**config.mk**
```make
export PLATFORM = sky130hd
export DESIGN_NAME = cabx_exec
export DESIGN_NICKNAME = d
export VERILOG_FILES = /design/src/pkg/cabx_pkg.sv /design/src/pkg/cabx_alu_if.sv /design/src/verilog/cabx_alu.sv /design/src/verilog/cabx_exec.sv
export VERILOG_INCLUDE_DIRS = /design/src /design/src/pkg
export SDC_FILE = /design/constraint.sdc
export NUM_CORES = 1
export LEC_CHECK = 0
export BUFFER_PORTS_ARGS = -buffer_cell sky130_fd_sc_hd__buf_2
export CAP_MARGIN = 25
export CORE_ASPECT_RATIO = 1.75
export CORE_MARGIN = 2
export CORE_UTILIZATION = 57
export DETAILED_ROUTE_END_ITERATION = 7
export PLACE_DENSITY = 0.86
export SLEW_MARGIN = 5
export SYNTH_ARGS = -nofsm -noshare
export SYNTH_HDL_FRONTEND = slang
export SYNTH_SLANG_ARGS = --single-unit
export TNS_END_PERCENT = 30
```
**constraint.sdc**
```tcl
create_clock -name core_clk -period 4.8 [get_ports core_clk]
set_clock_uncertainty 0.05 [all_clocks]
set_input_delay 0.72 -clock core_clk [delete_from_list [all_inputs] [get_ports core_clk]]
set_output_delay 0.72 -clock core_clk [all_outputs]
set_load 0.05 [all_outputs]
```
**src/pkg/cabx_cfg.svh**
```systemverilog
`ifndef CABX_CFG_SVH
`define CABX_CFG_SVH
// Notes on behaviour
// [RULE1] Add two registers, optionally plus carry, one cycle; Z C N V H updated.
// [RULE2] Subtract register or constant, optionally minus carry, one cycle; Z C N V H updated.
// [RULE3] Word add or subtract immediate, two cycles; Z C N V S updated, H kept.
// [RULE4] AND, OR, XOR with register or constant, one cycle; only Z N V updated.
// [RULE5] Set mask ORs constant; clear mask ANDs with 0xFF minus mask; one cycle.
// [RULE6] Zero-sign test ANDs register with itself, value kept, Z N V updated.
// [RULE7] Jump via pointer loads PC from Z, two cycles, no flags.
// [RULE8] Call via pointer pushes return address, PC from Z, three cycles.
// [RULE9] Compare-skip-equal skips next instruction when equal; PC plus 2 or 3.
// [RULE10] Compares form difference without storing it, update Z N V C H.
// [RULE11] Register bit skips skip next when bit clear, or set; 1/2/3 cycles.
// [RULE12] I/O bit skips skip next when I/O bit clear, or set; 1/2/3 cycles.
// [RULE13] Flag branches add offset plus one when flag set, or clear; 1 or 2 cycles.
// [RULE14] Carry branches taken when carry clear, or set; 1 untaken, 2 taken.
// [RULE15] Relative jump 2, relative call 3, exits 4 cycles; interrupt exit sets I.
// [RULE16] Bitwise invert gives 0xFF minus value, twos invert zero minus value.
// [RULE17] Not-equal branch when Z clear, equal branch when Z set.
`define CABX_FLAG_C 0
`define CABX_FLAG_Z 1
`define CABX_FLAG_N 2
`define CABX_FLAG_V 3
`define CABX_FLAG_S 4
`define CABX_FLAG_H 5
`define CABX_FLAG_T 6
`define CABX_FLAG_I 7
`define CABX_PC_RESET 16'h0000
`define CABX_STATUS_RESET 8'h00
`define CABX_BYTE_ONES 8'hFF
`define CABX_BYTE_ZERO 8'h00
`define CABX_WORD_ZERO 16'h0000
`define CABX_PC_STEP 16'h0001
`define CABX_SKIP_ONE 16'h0002
`define CABX_SKIP_TWO 16'h0003
`define CABX_EXTRA_NONE 2'h0
`define CABX_EXTRA_ONE 2'h1
`define CABX_EXTRA_TWO 2'h2
`define CABX_EXTRA_THREE 2'h3
`endif

```
**src/pkg/cabx_pkg.sv**
```systemverilog
package cabx_pkg;
  typedef enum logic [5:0] {
    OP_ADD = 6'h00, OP_ADD_CARRY = 6'h01, OP_MINUS = 6'h02, OP_MINUS_CONSTANT = 6'h03,
    OP_MINUS_WITH_BORROW = 6'h04, OP_MINUS_CONSTANT_WITH_BORROW = 6'h05,
    OP_WORD_ADD_IMMEDIATE = 6'h06, OP_WORD_MINUS_IMMEDIATE = 6'h07,
    OP_AND = 6'h08, OP_AND_WITH_CONSTANT = 6'h09, OP_OR = 6'h0A, OP_OR_WITH_CONSTANT = 6'h0B,
    OP_EXCLUSIVE_OR_REGISTERS = 6'h0C, OP_SET_MASK_BITS = 6'h0D, OP_CLEAR_MASK_BITS = 6'h0E,
    OP_ZERO_SIGN_TEST = 6'h0F, OP_BITWISE_INVERT = 6'h10, OP_TWOS_INVERT = 6'h11,
    OP_COMPARE_REGISTERS = 6'h12, OP_COMPARE_WITH_BORROW = 6'h13, OP_COMPARE_WITH_CONSTANT = 6'h14,
    OP_JUMP_VIA_POINTER = 6'h15, OP_CALL_VIA_POINTER = 6'h16, OP_RELATIVE_JUMP = 6'h17,
    OP_RELATIVE_CALL = 6'h18, OP_ROUTINE_EXIT = 6'h19, OP_INTERRUPT_EXIT = 6'h1A,
    OP_COMPARE_SKIP_EQUAL = 6'h1B, OP_SKIP_REG_BIT_CLEAR = 6'h1C, OP_SKIP_REG_BIT_SET = 6'h1D,
    OP_SKIP_IO_BIT_CLEAR = 6'h1E, OP_SKIP_IO_BIT_SET = 6'h1F,
    OP_BRANCH_FLAG_SET = 6'h20, OP_BRANCH_FLAG_CLEAR = 6'h21, OP_BRANCH_CARRY_SET = 6'h22,
    OP_BRANCH_CARRY_CLEAR = 6'h23, OP_BRANCH_SAME_OR_HIGHER = 6'h24, OP_BRANCH_EQUAL = 6'h25,
    OP_BRANCH_NOT_EQUAL = 6'h26, OP_NONE = 6'h3F
  } cabx_op_e;

  typedef enum logic {
    ST_IDLE = 1'b0,
    ST_BUSY = 1'b1
  } cabx_state_e;
endpackage

```
**src/pkg/cabx_alu_if.sv**
```systemverilog
`timescale 1ns/1ps
interface cabx_alu_if;
  import cabx_pkg::*;
  cabx_op_e op;
  logic [7:0] a;
  logic [7:0] b;
  logic [15:0] word;
  logic [7:0] flagsIn;
  logic [7:0] res;
  logic [15:0] wordRes;
  logic [7:0] flagsOut;
  logic resWrite;
  logic wordWrite;
  modport alu (input op, a, b, word, flagsIn, output res, wordRes, flagsOut, resWrite, wordWrite);
  modport core (output op, a, b, word, flagsIn, input res, wordRes, flagsOut, resWrite, wordWrite);
endinterface

```
**src/verilog/cabx_alu.sv**
```systemverilog
`timescale 1ns/1ps
`include "cabx_cfg.svh"
module cabx_alu import cabx_pkg::*; (
  // Operands and results
  cabx_alu_if.alu ab
);
  // Returns {half, overflow, carry} of a plus b giving r
  function automatic logic [2:0] addHvc(input logic [7:0] a, input logic [7:0] b, input logic [7:0] r);
    addHvc = {(a[3] & b[3]) | (b[3] & ~r[3]) | (~r[3] & a[3]),
              (a[7] & b[7] & ~r[7]) | (~a[7] & ~b[7] & r[7]),
              (a[7] & b[7]) | (b[7] & ~r[7]) | (~r[7] & a[7])};
  endfunction

  // Returns {half, overflow, borrow} of a minus b giving r
  function automatic logic [2:0] subHvc(input logic [7:0] a, input logic [7:0] b, input logic [7:0] r);
    subHvc = {(~a[3] & b[3]) | (b[3] & r[3]) | (r[3] & ~a[3]),
              (a[7] & ~b[7] & ~r[7]) | (~a[7] & b[7] & r[7]),
              (~a[7] & b[7]) | (b[7] & r[7]) | (r[7] & ~a[7])};
  endfunction

  // Z N V C H update; borrow forms keep Z only while the result stays zero
  function automatic logic [7:0] arithFlags(input logic [7:0] f, input logic [7:0] r, input logic [2:0] hvc,
                                            input logic keepZ);
    logic [7:0] o;
    o = f;
    o[`CABX_FLAG_Z] = (r == `CABX_BYTE_ZERO) & (~keepZ | f[`CABX_FLAG_Z]);
    o[`CABX_FLAG_N] = r[7];
    o[`CABX_FLAG_H] = hvc[2];
    o[`CABX_FLAG_V] = hvc[1];
    o[`CABX_FLAG_C] = hvc[0];
    arithFlags = o;
  endfunction

  function automatic logic [7:0] logicFlags(input logic [7:0] f, input logic [7:0] r);
    logic [7:0] o;
    o = f;
    o[`CABX_FLAG_Z] = (r == `CABX_BYTE_ZERO);
    o[`CABX_FLAG_N] = r[7];
    o[`CABX_FLAG_V] = 1'b0;
    logicFlags = o;
  endfunction

  always_comb begin
    logic [7:0] r;
    logic [15:0] w;
    logic borrow;
    r = `CABX_BYTE_ZERO;
    w = `CABX_WORD_ZERO;
    borrow = 1'b0;
    ab.res = `CABX_BYTE_ZERO;
    ab.wordRes = `CABX_WORD_ZERO;
    ab.flagsOut = ab.flagsIn;
    ab.resWrite = 1'b0;
    ab.wordWrite = 1'b0;
    case (ab.op)
      OP_ADD, OP_ADD_CARRY: begin
        r = ab.a + ab.b + {7'h00, (ab.op == OP_ADD_CARRY) & ab.flagsIn[`CABX_FLAG_C]}; // RULE1
        ab.flagsOut = arithFlags(ab.flagsIn, r, addHvc(ab.a, ab.b, r), 1'b0); // RULE1
        ab.resWrite = 1'b1;
      end
      OP_MINUS, OP_MINUS_CONSTANT, OP_MINUS_WITH_BORROW, OP_MINUS_CONSTANT_WITH_BORROW,
      OP_COMPARE_REGISTERS, OP_COMPARE_WITH_BORROW, OP_COMPARE_WITH_CONSTANT: begin
        borrow = (ab.op == OP_MINUS_WITH_BORROW) || (ab.op == OP_MINUS_CONSTANT_WITH_BORROW) ||
                 (ab.op == OP_COMPARE_WITH_BORROW);
        r = ab.a - ab.b - {7'h00, borrow & ab.flagsIn[`CABX_FLAG_C]}; // RULE2
        ab.flagsOut = arithFlags(ab.flagsIn, r, subHvc(ab.a, ab.b, r), borrow); // RULE10
        ab.resWrite = (ab.op != OP_COMPARE_REGISTERS) && (ab.op != OP_COMPARE_WITH_BORROW) &&
                      (ab.op != OP_COMPARE_WITH_CONSTANT); // RULE10
      end
      OP_TWOS_INVERT: begin
        r = `CABX_BYTE_ZERO - ab.a; // RULE16
        ab.flagsOut = arithFlags(ab.flagsIn, r, subHvc(`CABX_BYTE_ZERO, ab.a, r), 1'b0);
        ab.resWrite = 1'b1;
      end
      OP_BITWISE_INVERT: begin
        r = `CABX_BYTE_ONES - ab.a; // RULE16
        ab.flagsOut = logicFlags(ab.flagsIn, r);
        ab.flagsOut[`CABX_FLAG_C] = 1'b1;
        ab.resWrite = 1'b1;
      end
      OP_AND, OP_AND_WITH_CONSTANT, OP_ZERO_SIGN_TEST: begin
        r = ab.a & ((ab.op == OP_ZERO_SIGN_TEST) ? ab.a : ab.b); // RULE6
        ab.flagsOut = logicFlags(ab.flagsIn, r); // RULE4
        ab.resWrite = (ab.op != OP_ZERO_SIGN_TEST); // RULE6
      end
      OP_OR, OP_OR_WITH_CONSTANT, OP_SET_MASK_BITS: begin
        r = ab.a | ab.b; // RULE5
        ab.flagsOut = logicFlags(ab.flagsIn, r); // RULE4
        ab.resWrite = 1'b1;
      end
      OP_EXCLUSIVE_OR_REGISTERS, OP_CLEAR_MASK_BITS: begin
        r = (ab.op == OP_CLEAR_MASK_BITS) ? (ab.a & (`CABX_BYTE_ONES - ab.b)) : (ab.a ^ ab.b); // RULE5
        ab.flagsOut = logicFlags(ab.flagsIn, r); // RULE4
        ab.resWrite = 1'b1;
      end
      OP_WORD_ADD_IMMEDIATE, OP_WORD_MINUS_IMMEDIATE: begin
        if (ab.op == OP_WORD_ADD_IMMEDIATE) begin
          w = ab.word + {8'h00, ab.b}; // RULE3
          ab.flagsOut[`CABX_FLAG_V] = ~ab.word[15] & w[15];
          ab.flagsOut[`CABX_FLAG_C] = ~w[15] & ab.word[15];
        end else begin
          w = ab.word - {8'h00, ab.b}; // RULE3
          ab.flagsOut[`CABX_FLAG_V] = ab.word[15] & ~w[15];
          ab.flagsOut[`CABX_FLAG_C] = w[15] & ~ab.word[15];
        end
        ab.flagsOut[`CABX_FLAG_Z] = (w == `CABX_WORD_ZERO);
        ab.flagsOut[`CABX_FLAG_N] = w[15];
        ab.flagsOut[`CABX_FLAG_S] = w[15] ^ ab.flagsOut[`CABX_FLAG_V]; // RULE3
        ab.wordWrite = 1'b1;
      end
      default: begin
        r = `CABX_BYTE_ZERO;
      end
    endcase
    ab.res = r;
    ab.wordRes = w;
  end
endmodule

```
**src/verilog/cabx_exec.sv**
```systemverilog
`timescale 1ns/1ps
`include "cabx_cfg.svh"
module cabx_exec import cabx_pkg::*; #(
  parameter int OffsetBits = 12
) (
  // Clock and reset
  input wire logic core_clk,
  input wire logic arst_n,
  // Instruction request
  input wire logic opValid,
  output logic opReady,
  input wire cabx_op_e opCode,
  input wire logic [7:0] opA,
  input wire logic [7:0] opB,
  input wire logic [15:0] wordIn,
  input wire logic [15:0] zPtr,
  input wire logic [2:0] bitSel,
  input wire logic [2:0] flagSel,
  input wire logic signed [OffsetBits-1:0] brOffset,
  input wire logic nextTwoWord,
  input wire logic [7:0] ioData,
  input wire logic [15:0] stackData,
  // Results
  output logic resValid,
  output logic [7:0] resData,
  output logic wordValid,
  output logic [15:0] wordData,
  output logic pushValid,
  output logic [15:0] pushAddr,
  output logic [15:0] pcOut,
  output logic [7:0] statusFlags
);
  if (OffsetBits < 7 || OffsetBits > 16) begin
    $error("cabx_exec: OffsetBits must lie in 7..16");
  end

  cabx_alu_if aluBus();
  cabx_alu uAlu (.ab(aluBus.alu));

  cabx_state_e state_q, state_d;
  logic [1:0] cnt_q, cnt_d;
  logic [15:0] pc_q, pc_d;
  logic [7:0] status_q, status_d;
  logic [7:0] resData_q, resData_d;
  logic [15:0] wordData_q, wordData_d;
  logic [15:0] pushAddr_q, pushAddr_d;
  logic resValid_q, resValid_d;
  logic wordValid_q, wordValid_d;
  logic pushValid_q, pushValid_d;
  logic take;
  logic [15:0] offExt;
  logic [15:0] relTarget;
  logic [15:0] skipTarget;

  assign aluBus.op = opCode;
  assign aluBus.a = opA;
  assign aluBus.b = opB;
  assign aluBus.word = wordIn;
  assign aluBus.flagsIn = status_q;

  assign opReady = (state_q == ST_IDLE);
  assign take = opValid && opReady;
  assign offExt = {{(16 - OffsetBits){brOffset[OffsetBits-1]}}, brOffset};
  assign relTarget = pc_q + offExt + `CABX_PC_STEP;
  assign skipTarget = pc_q + (nextTwoWord ? `CABX_SKIP_TWO : `CABX_SKIP_ONE);

  always_comb begin
    logic [1:0] extra;
    logic skip;
    logic branch;
    extra = `CABX_EXTRA_NONE;
    skip = 1'b0;
    branch = 1'b0;
    state_d = state_q;
    cnt_d = cnt_q;
    pc_d = pc_q;
    status_d = status_q;
    resData_d = resData_q;
    wordData_d = wordData_q;
    pushAddr_d = pushAddr_q;
    resValid_d = 1'b0;
    wordValid_d = 1'b0;
    pushValid_d = 1'b0;
    if (state_q == ST_BUSY) begin
      cnt_d = cnt_q - `CABX_EXTRA_ONE;
      if (cnt_q == `CABX_EXTRA_ONE) begin
        state_d = ST_IDLE;
      end
    end
    if (take) begin
      pc_d = pc_q + `CABX_PC_STEP;
      status_d = aluBus.flagsOut;
      resValid_d = aluBus.resWrite;
      wordValid_d = aluBus.wordWrite;
      if (aluBus.resWrite) begin
        resData_d = aluBus.res;
      end
      if (aluBus.wordWrite) begin
        wordData_d = aluBus.wordRes;
      end
      case (opCode)
        OP_WORD_ADD_IMMEDIATE, OP_WORD_MINUS_IMMEDIATE: begin
          extra = `CABX_EXTRA_ONE; // RULE3
        end
        OP_JUMP_VIA_POINTER: begin
          pc_d = zPtr; // RULE7
          extra = `CABX_EXTRA_ONE;
        end
        OP_CALL_VIA_POINTER, OP_RELATIVE_CALL: begin
          pc_d = (opCode == OP_CALL_VIA_POINTER) ? zPtr : relTarget; // RULE8
          pushValid_d = 1'b1;
          pushAddr_d = pc_q + `CABX_PC_STEP;
          extra = `CABX_EXTRA_TWO; // RULE15
        end
        OP_RELATIVE_JUMP: begin
          pc_d = relTarget; // RULE15
          extra = `CABX_EXTRA_ONE;
        end
        OP_ROUTINE_EXIT, OP_INTERRUPT_EXIT: begin
          pc_d = stackData; // RULE15
          if (opCode == OP_INTERRUPT_EXIT) begin
            status_d[`CABX_FLAG_I] = 1'b1;
          end
          extra = `CABX_EXTRA_THREE;
        end
        OP_COMPARE_SKIP_EQUAL: skip = (opA == opB); // RULE9
        OP_SKIP_REG_BIT_CLEAR: skip = ~opA[bitSel]; // RULE11
        OP_SKIP_REG_BIT_SET: skip = opA[bitSel]; // RULE11
        OP_SKIP_IO_BIT_CLEAR: skip = ~ioData[bitSel]; // RULE12
        OP_SKIP_IO_BIT_SET: skip = ioData[bitSel]; // RULE12
        OP_BRANCH_FLAG_SET: branch = status_q[flagSel]; // RULE13
        OP_BRANCH_FLAG_CLEAR: branch = ~status_q[flagSel]; // RULE13
        OP_BRANCH_CARRY_SET: branch = status_q[`CABX_FLAG_C]; // RULE14
        OP_BRANCH_CARRY_CLEAR, OP_BRANCH_SAME_OR_HIGHER: branch = ~status_q[`CABX_FLAG_C]; // RULE14
        OP_BRANCH_EQUAL: branch = status_q[`CABX_FLAG_Z]; // RULE17
        OP_BRANCH_NOT_EQUAL: branch = ~status_q[`CABX_FLAG_Z]; // RULE17
        default: extra = `CABX_EXTRA_NONE;
      endcase
      if (skip) begin
        pc_d = skipTarget; // RULE9
        extra = nextTwoWord ? `CABX_EXTRA_TWO : `CABX_EXTRA_ONE;
      end
      if (branch) begin
        pc_d = relTarget; // RULE13
        extra = `CABX_EXTRA_ONE;
      end
      if (extra != `CABX_EXTRA_NONE) begin
        state_d = ST_BUSY;
        cnt_d = extra;
      end
    end
  end

  always_ff @(posedge core_clk or negedge arst_n) begin
    if (!arst_n) begin
      state_q <= ST_IDLE;
      cnt_q <= `CABX_EXTRA_NONE;
      pc_q <= `CABX_PC_RESET;
      status_q <= `CABX_STATUS_RESET;
      resData_q <= `CABX_BYTE_ZERO;
      wordData_q <= `CABX_WORD_ZERO;
      pushAddr_q <= `CABX_WORD_ZERO;
      resValid_q <= 1'b0;
      wordValid_q <= 1'b0;
      pushValid_q <= 1'b0;
    end else begin
      state_q <= state_d;
      cnt_q <= cnt_d;
      pc_q <= pc_d;
      status_q <= status_d;
      resData_q <= resData_d;
      wordData_q <= wordData_d;
      pushAddr_q <= pushAddr_d;
      resValid_q <= resValid_d;
      wordValid_q <= wordValid_d;
      pushValid_q <= pushValid_d;
    end
  end

  assign pcOut = pc_q;
  assign statusFlags = status_q;
  assign resData = resData_q;
  assign wordData = wordData_q;
  assign pushAddr = pushAddr_q;
  assign resValid = resValid_q;
  assign wordValid = wordValid_q;
  assign pushValid = pushValid_q;

  // Checks
  logic carryNow;
  logic zeroNow;
  logic halfNow;
  assign carryNow = status_q[`CABX_FLAG_C];
  assign zeroNow = status_q[`CABX_FLAG_Z];
  assign halfNow = status_q[`CABX_FLAG_H];
endmodule

```
==> qor.yml, run 1 <==
run_status:
  status: "completed"
global_routing:
  grt_pass1_vias: 9138
  grt-ovfl-total: 0
  grt_usage: 0.4098
  largest_net_degree_at_the_start_of_global_routing: 70
  antenna_violations_before_repair: 1
  grt_pass1_wl_mm: 47.89
timing:
  setup_violations: 0
  finalHoldViolCount: 0
  rsz0062_at_grt: "false"
  final_max_tran_viols: 0
  timing_worst_slew_pin_value_ns: 0.7814
  fin_setup_tns_ns: 0
  post-route-min-period_ns: 4.373
  holdWs_ns: 0.2285
  max_clock_freq_mhz: 228.7
  finalCritPeriodShare: 0.9110
  max-slew-margin-rel: 0.4762
cells_and_area:
  n_antenna_cell: 0
  final_core_util: 0.6796
  syn2layout_area_growth_pct: 17.56
  final_nets: 1371
  drive_above_1_share: 0.2194
  num-fill-cells: 1285
yosys:
  dominantRegCellSynth: "sky130_fd_sc_hd__dfrtp_1"
  synth.yosys.warnings: 0
  synth_cells: 1022
  netlist-cell-type-count: 90
  ys_ff_latch: 69
  synth_fp_nets: 1213
  synth_enable_flop_cells: 0
  postSynth.asyncResetShare: 1.000
  synth-seq-area-share: 0.2100
  syn_avg_cell_area_um2: 8.046
  synthesis.area_um2: 8223
pwr:
  switching_share: 0.5425
  power.share.clock: 0.163
  net_switching_power_uw: 2577
  seq_power_share: 0.231
  peakVddDrop_uv: 281.4
  power.share.combinational: 0.606
  cell_internal_pwr_uw: 2173
  total_leakage_power_uw: 0.004487
  power.total_uw: 4750
  power_density_nw_per_um2: 491.4
clocking:
  cts_hold_buf: 0
  ctsResizeCount: 0
  clock_latency_ns: 0.35
  ctsRootBufferMaster: "sky130_fd_sc_hd__clkbuf_16"
  tritoncts: "done"
  h_tree_depth: 3
  cts-root-to-sink-buffers: 2
  clk_pin_slew_worst_setup_hold_paths_ns: 0.06
  total_clock_buffers_created_by_cts: 9
  cts.sink_count: 69
  cts_setup_buffers: 0
min_path:
  worstHoldPathType: "input pin to async pin"
run:
  max_cap_violations: 0
place:
  dp_hpwl_mm: 23.99
  io_buffer_count: 166
  place_congestion: 1.013
routing:
  drt_pre_antenna_iters: 7
  detail-route-antenna-nets: 0
  detail_route.wirelength_mm: 31.28
  drc: 0
  routed_length_per_placed_instance_um: 22.92
  drt_iter0_markers: 730
  route.vias.total: 9204
  number_of_vias_per_cell_after_detailed_routing: 6.743
floorplanning:
  initial_utilization: 0.5781
  floorplan.die_area_um2: 15440
  die_height_um: 162.9
  chipWidth_um: 94.80
  rows: 58
  floorplan.io_pins: 168
  core_area_um2: 14220
critical_path:
  r2r_slack_ns: 0.59
  worstSetupPathType: "input pin to register"
  timing.critical_path.fanout_max: 2
  timing.critical_path.required_ns: 4.99
  arrival_ns: 4.56
  worstSetupStartpointType: "input pin"
  endpoint_kind: "register"
## path summary, 6_finish.rpt
check | start | cells past startpoint | end
setup / recovery | opCode[4] | 18 | statusFlags[1]
hold / removal | arst_n | 2 | resValid
setup reg to reg | statusFlags[0] | 15 | statusFlags[1]
hold reg to reg | wordData[3] | 2 | wordData[3]
max in group asynchronous | arst_n | 3 | statusFlags[1]
min in group core_clk | wordData[3] | 2 | wordData[3]
## through the flow
stage          instance area (um2)  setup WS [ns]  std cells
6_report                      9667         0.4272       1365
5_1_grt                       9667         0.2357       1365
4_1_cts                       9632         0.4437       1363
3_5_place_dp                  9300         0.1070       1347
3_3_place_gp                  9300         0.1736       1347
2_1_floorplan                 8262        0.03411       1022
## layout by cell type (no fill, tap or decap), types with 9 or more instances in the layout
cell type                   synthesis  final
sky130_fd_sc_hd__a221oi_1          14     14
sky130_fd_sc_hd__nand3_1           22     22
sky130_fd_sc_hd__nor3_1            36     36
sky130_fd_sc_hd__o31ai_1            9      9
sky130_fd_sc_hd__inv_1             48     48
sky130_fd_sc_hd__dfrtp_1           69     69
sky130_fd_sc_hd__xor2_1            20     20
sky130_fd_sc_hd__o21ai_1            9     10
sky130_fd_sc_hd__xnor2_1           29     29
sky130_fd_sc_hd__a211oi_1          16     15
sky130_fd_sc_hd__nand2_1          102    102
sky130_fd_sc_hd__o21a_1            17     17
sky130_fd_sc_hd__ha_1              82     82
sky130_fd_sc_hd__nand2b_1          16     16
sky130_fd_sc_hd__a21oi_1           57     57
sky130_fd_sc_hd__mux2_2            10     10
sky130_fd_sc_hd__buf_2              8    166
sky130_fd_sc_hd__nor2b_1           13     12
sky130_fd_sc_hd__o211ai_1          12     12
sky130_fd_sc_hd__o22ai_1           15     15
sky130_fd_sc_hd__and3_1             9      9
sky130_fd_sc_hd__clkbuf_16          0      9
sky130_fd_sc_hd__buf_4              4     31
sky130_fd_sc_hd__o21ai_0           54     53
sky130_fd_sc_hd__nand4_1           11     11
sky130_fd_sc_hd__nor4_1            17     16
sky130_fd_sc_hd__mux2i_1           21     21
sky130_fd_sc_hd__nor2_1            90     90
## cell usage after synthesis (all sizes together), types with 11 or more instances
| cell type | count | share of area |
|---|---|---|
| o21ai | 64 | 0.040 |
| nand4 | 11 | 0.0084 |
| xnor2 | 29 | 0.031 |
| nand2 | 103 | 0.047 |
| xor2 | 20 | 0.021 |
| a211oi | 16 | 0.015 |
| nor4 | 18 | 0.014 |
| nand3 | 22 | 0.013 |
| dfrtp | 69 | 0.21 |
| mux2 | 15 | 0.021 |
| mux2i | 22 | 0.028 |
| o211ai | 12 | 0.011 |
| a221oi | 14 | 0.015 |
| a21oi | 59 | 0.037 |
| inv | 48 | 0.022 |
| nor2 | 90 | 0.041 |
| clkbuf | 34 | 0.016 |
| o21a | 18 | 0.017 |
| nor3 | 40 | 0.027 |
| buf | 17 | 0.013 |
| ha | 82 | 0.12 |
| nor2b | 15 | 0.013 |
| nand2b | 16 | 0.012 |
| o22ai | 15 | 0.011 |
## power by group through the flow
stage               Combinational [uW]  Clock (uW)  Sequential (uW)
floorplan                         1370           0             1710
global placement                  2750           0             1080
detailed placement                2800           0             1080
CTS                               2810         779             1080
global route                      3060         805             1120
finish                            2880         775             1100
## sequential cells by signal, indices dropped and copies added (netlist names)
| register | count |
|---|---|
| pcOut | 16 |
| pushAddr | 16 |
| wordData | 16 |
| resData | 8 |
| statusFlags | 7 |
| cnt_q | 2 |
| pushValid | 1 |
| resValid | 1 |
| state_q | 1 |
| wordValid | 1 |
## metal layers
layer  GRT usage  vias up  part of all wire
li1            -     4117                 -
met5           0        -           0.00032
met4      0.3531        2              0.10
met2      0.7079      581              0.50
met1      0.4093     4291              0.32
met3     0.07728      213             0.079
## critical path, stage by stage
cell                       delay, ns
sky130_fd_sc_hd__buf_2          0.09
sky130_fd_sc_hd__nor2_1         0.05
sky130_fd_sc_hd__and3b_1        0.18
sky130_fd_sc_hd__and3_1         0.21
sky130_fd_sc_hd__fa_2           0.35
sky130_fd_sc_hd__a21o_1         0.18
sky130_fd_sc_hd__a21o_1         0.21
sky130_fd_sc_hd__a21oi_1        0.17
sky130_fd_sc_hd__o21bai_1       0.10
sky130_fd_sc_hd__and2_1         0.17
sky130_fd_sc_hd__o21ai_1        0.11
sky130_fd_sc_hd__nand2b_1       0.09
sky130_fd_sc_hd__fa_1           0.47
sky130_fd_sc_hd__or4_1          0.51
sky130_fd_sc_hd__or4b_4         0.53
sky130_fd_sc_hd__a211oi_2       0.24
sky130_fd_sc_hd__o41ai_2        0.10
sky130_fd_sc_hd__o41ai_2        0.07
## final cells by class
| cell class | instances | area, um2 | share of cell area |
|---|---|---|---|
| repair buffers | 198 | 1091 | 0.1129 |
| clock inverters | 7 | 106.4 | 0.01100 |
| well taps | 180 | 225.2 | 0.02330 |
| clock buffers | 9 | 225.2 | 0.02330 |
| flip-flops and latches | 69 | 1727 | 0.1786 |
| inverters | 50 | 187.7 | 0.01941 |
| multi-input cells | 852 | 6105 | 0.6315 |
## kinds of logic after synthesis
kind of cell    share of synthesized area
xor+xnor                          0.05219
mux                               0.05706
buf+inv                           0.05097
other cells                     0.0004560
flops                              0.2100
compound gates                     0.2616
fa+ha+maj                          0.1467
simple gates                       0.2211
Power figures use the tool's default switching activity.
==> run 2: changes to the inputs <==
- PLACE_DENSITY: 0.86 -> 0.82
==> run 2 against run 1 <==
Against the previous run:
- non-clock buffer count grew 4
- first-iteration DRC count rose by 4.0%
- power grew 0.74%
- highest routed layer is now met4
- sequential cell count unchanged
==> qor.yml, run 2 (synthesized netlist as in run 1, its figures left out) <==
routing:
  detail_route.wirelength.met1_mm: 10.70
  detail_route.wirelength_mm: 31.36
  route.vias.total: 9027
  top_signal_layer_used: "met4"
  detail-route-antenna-nets: 0
  number_of_vias_per_cell_after_detailed_routing: 6.589
  drt_iter0_markers: 759
  drc: 0
  met3WireLength_mm: 2.005
  drt_pre_antenna_iters: 5
  detailroute.wirelength.met2_mm: 15.64
  routed_length_per_placed_instance_um: 22.89
floorplanning:
  rows: 58
  core_area_um2: 14220
  floorplan.io_pins: 168
  chipWidth_um: 94.80
  initial_utilization: 0.5781
  floorplan.die_area_um2: 15440
  die_height_um: 162.9
timing:
  fin_setup_tns_ns: 0
  final_max_tran_viols: 0
  max_clock_freq_mhz: 224.1
  finalHoldViolCount: 0
  holdWs_ns: 0.4221
  max-slew-margin-rel: 0.3029
  setup_violations: 0
  timing_worst_slew_pin_value_ns: 1.038
  post-route-min-period_ns: 4.462
  rsz0062_at_grt: "false"
  setup_ws_ns: 0.3376
  finalCritPeriodShare: 0.9297
place:
  place_congestion: 1.051
  preCtsSetupSlack_ns: -0.01717
  io_buffer_count: 166
  placed_cells_incl_taps: 1352
  dp_hpwl_mm: 24.29
critical_path:
  timing.critical_path.fanout_max: 2
  r2r_slack_ns: 0.68
  worstSetupStartpointType: "input pin"
  critPathTopFamily: "simple AND/OR/NAND/NOR gates"
  arrival_ns: 4.66
  cp_slowest_stage_delay_ns: 0.53
  endpoint_kind: "register"
  crit_path_cell_trace: "buf_2 > nor2_1 > and3b_1 > and3_1 > fa_2 > a21o_1 > a21o_1 > a21oi_1 > o21bai_1 > and2_1 > o21ai_1 > nand2b_1 > fa_1 > or4_1 > or4b_4 > a211oi_2 > o41ai_2 > o41ai_2"
  critPathBufInv: 1
  worstSetupPathType: "input pin to register"
  critPathSlowestCell: "sky130_fd_sc_hd__or4_1"
  timing.critical_path.required_ns: 5.00
cells_and_area:
  layout.area.seq_um2: 1727
  syn2layout_area_growth_pct: 17.71
  mostFrequentLayoutCells: "166 x sky130_fd_sc_hd__buf_2, 102 x sky130_fd_sc_hd__nand2_1, 90 x sky130_fd_sc_hd__nor2_1"
  num-fill-cells: 1276
  final_nets: 1375
  layout_commonest_cell: "sky130_fd_sc_hd__buf_2"
  multi_input_comb_area_um2: 6105
  drive_above_1_share: 0.2220
  final-instance-count-excl-fill: 1370
clocking:
  tritoncts: "done"
  clk_pin_slew_worst_setup_hold_paths_ns: 0.07
  h_tree_depth: 3
  cts_hold_buf: 0
  total_clock_buffers_created_by_cts: 9
  cts-root-to-sink-buffers: 2
  cts.sink_count: 69
  clock_latency_ns: 0.35
  cts_setup_buffers: 0
  ctsRootBufferMaster: "sky130_fd_sc_hd__clkbuf_16"
  ctsResizeCount: 0
global_routing:
  grt_pass1_wl_mm: 48.16
  grt-ovfl-total: 0
  antenna_violations_before_repair: 0
  grt_usage: 0.4104
  largest_net_degree_at_the_start_of_global_routing: 70
  grt_pass1_vias: 8971
pwr:
  total_leakage_power_uw: 0.004500
  power_density_nw_per_um2: 494.4
  peakVddDrop_uv: 308.9
  power.total_uw: 4785
min_path:
  worstHoldPathType: "register to register"
run:
  max_cap_violations: 0
run_status:
  status: "completed"
[run 2: cell types whose count changed in the layout (fill, tap and decap cells not counted), sizes merged]
| cell | before | now |
|---|---|---|
| buf | 198 | 202 |
| diode | 0 | 1 |
[run 2: tightest hold or removal path, stage by stage (launching register included)]
cell and delay [ns]:
sky130_fd_sc_hd__dfrtp_1 0.34, sky130_fd_sc_hd__nand2_1 0.05, sky130_fd_sc_hd__nand2_1 0.06
[run 2: final timing paths]
kind	from	end	depth (start not counted)
min in group asynchronous	arst_n	resData[1]	2
max	opCode[4]	statusFlags[1]	18
min	wordData[4]	wordData[4]	2
max reg2reg	statusFlags[0]	statusFlags[1]	15
min reg2reg	wordData[4]	wordData[4]	2
max in group asynchronous	arst_n	pcOut[1]	2
[run 2: report_power, final]
| part | leakage [uW] | internal, uW | switching [uW] | total (uW) |
|---|---|---|---|---|
| Sequential | 0.000863 | 802 | 294 | 1100 |
| Clock | 0.000163 | 466 | 327 | 793 |
| Combinational | 0.00347 | 906 | 1990 | 2900 |
[run 2: area by class of cell]
type                       count  area share
multi-input combinational    852      0.6307
clock inverter                 7     0.01099
sequential                    69      0.1784
timing repair buffer         202      0.1138
clock buffer                   9     0.02327
inverter                      50     0.01939
tap                          180     0.02327
antenna                        1   0.0002585
[run 2: metrics by stage]
step	area, um2	utilization
detailed placement	9338	0.6565
global route	9677	0.6803
finish	9679	0.6805
global placement	9338	0.6565
floorplan	8262	-
CTS	9669	0.6798
[run 2: metal layers]
metal,vias up,global-route usage
li1,4103,-
met1,4214,0.4270
met4,0,0.3518
met5,-,0
met3,175,0.07404
met2,535,0.6931
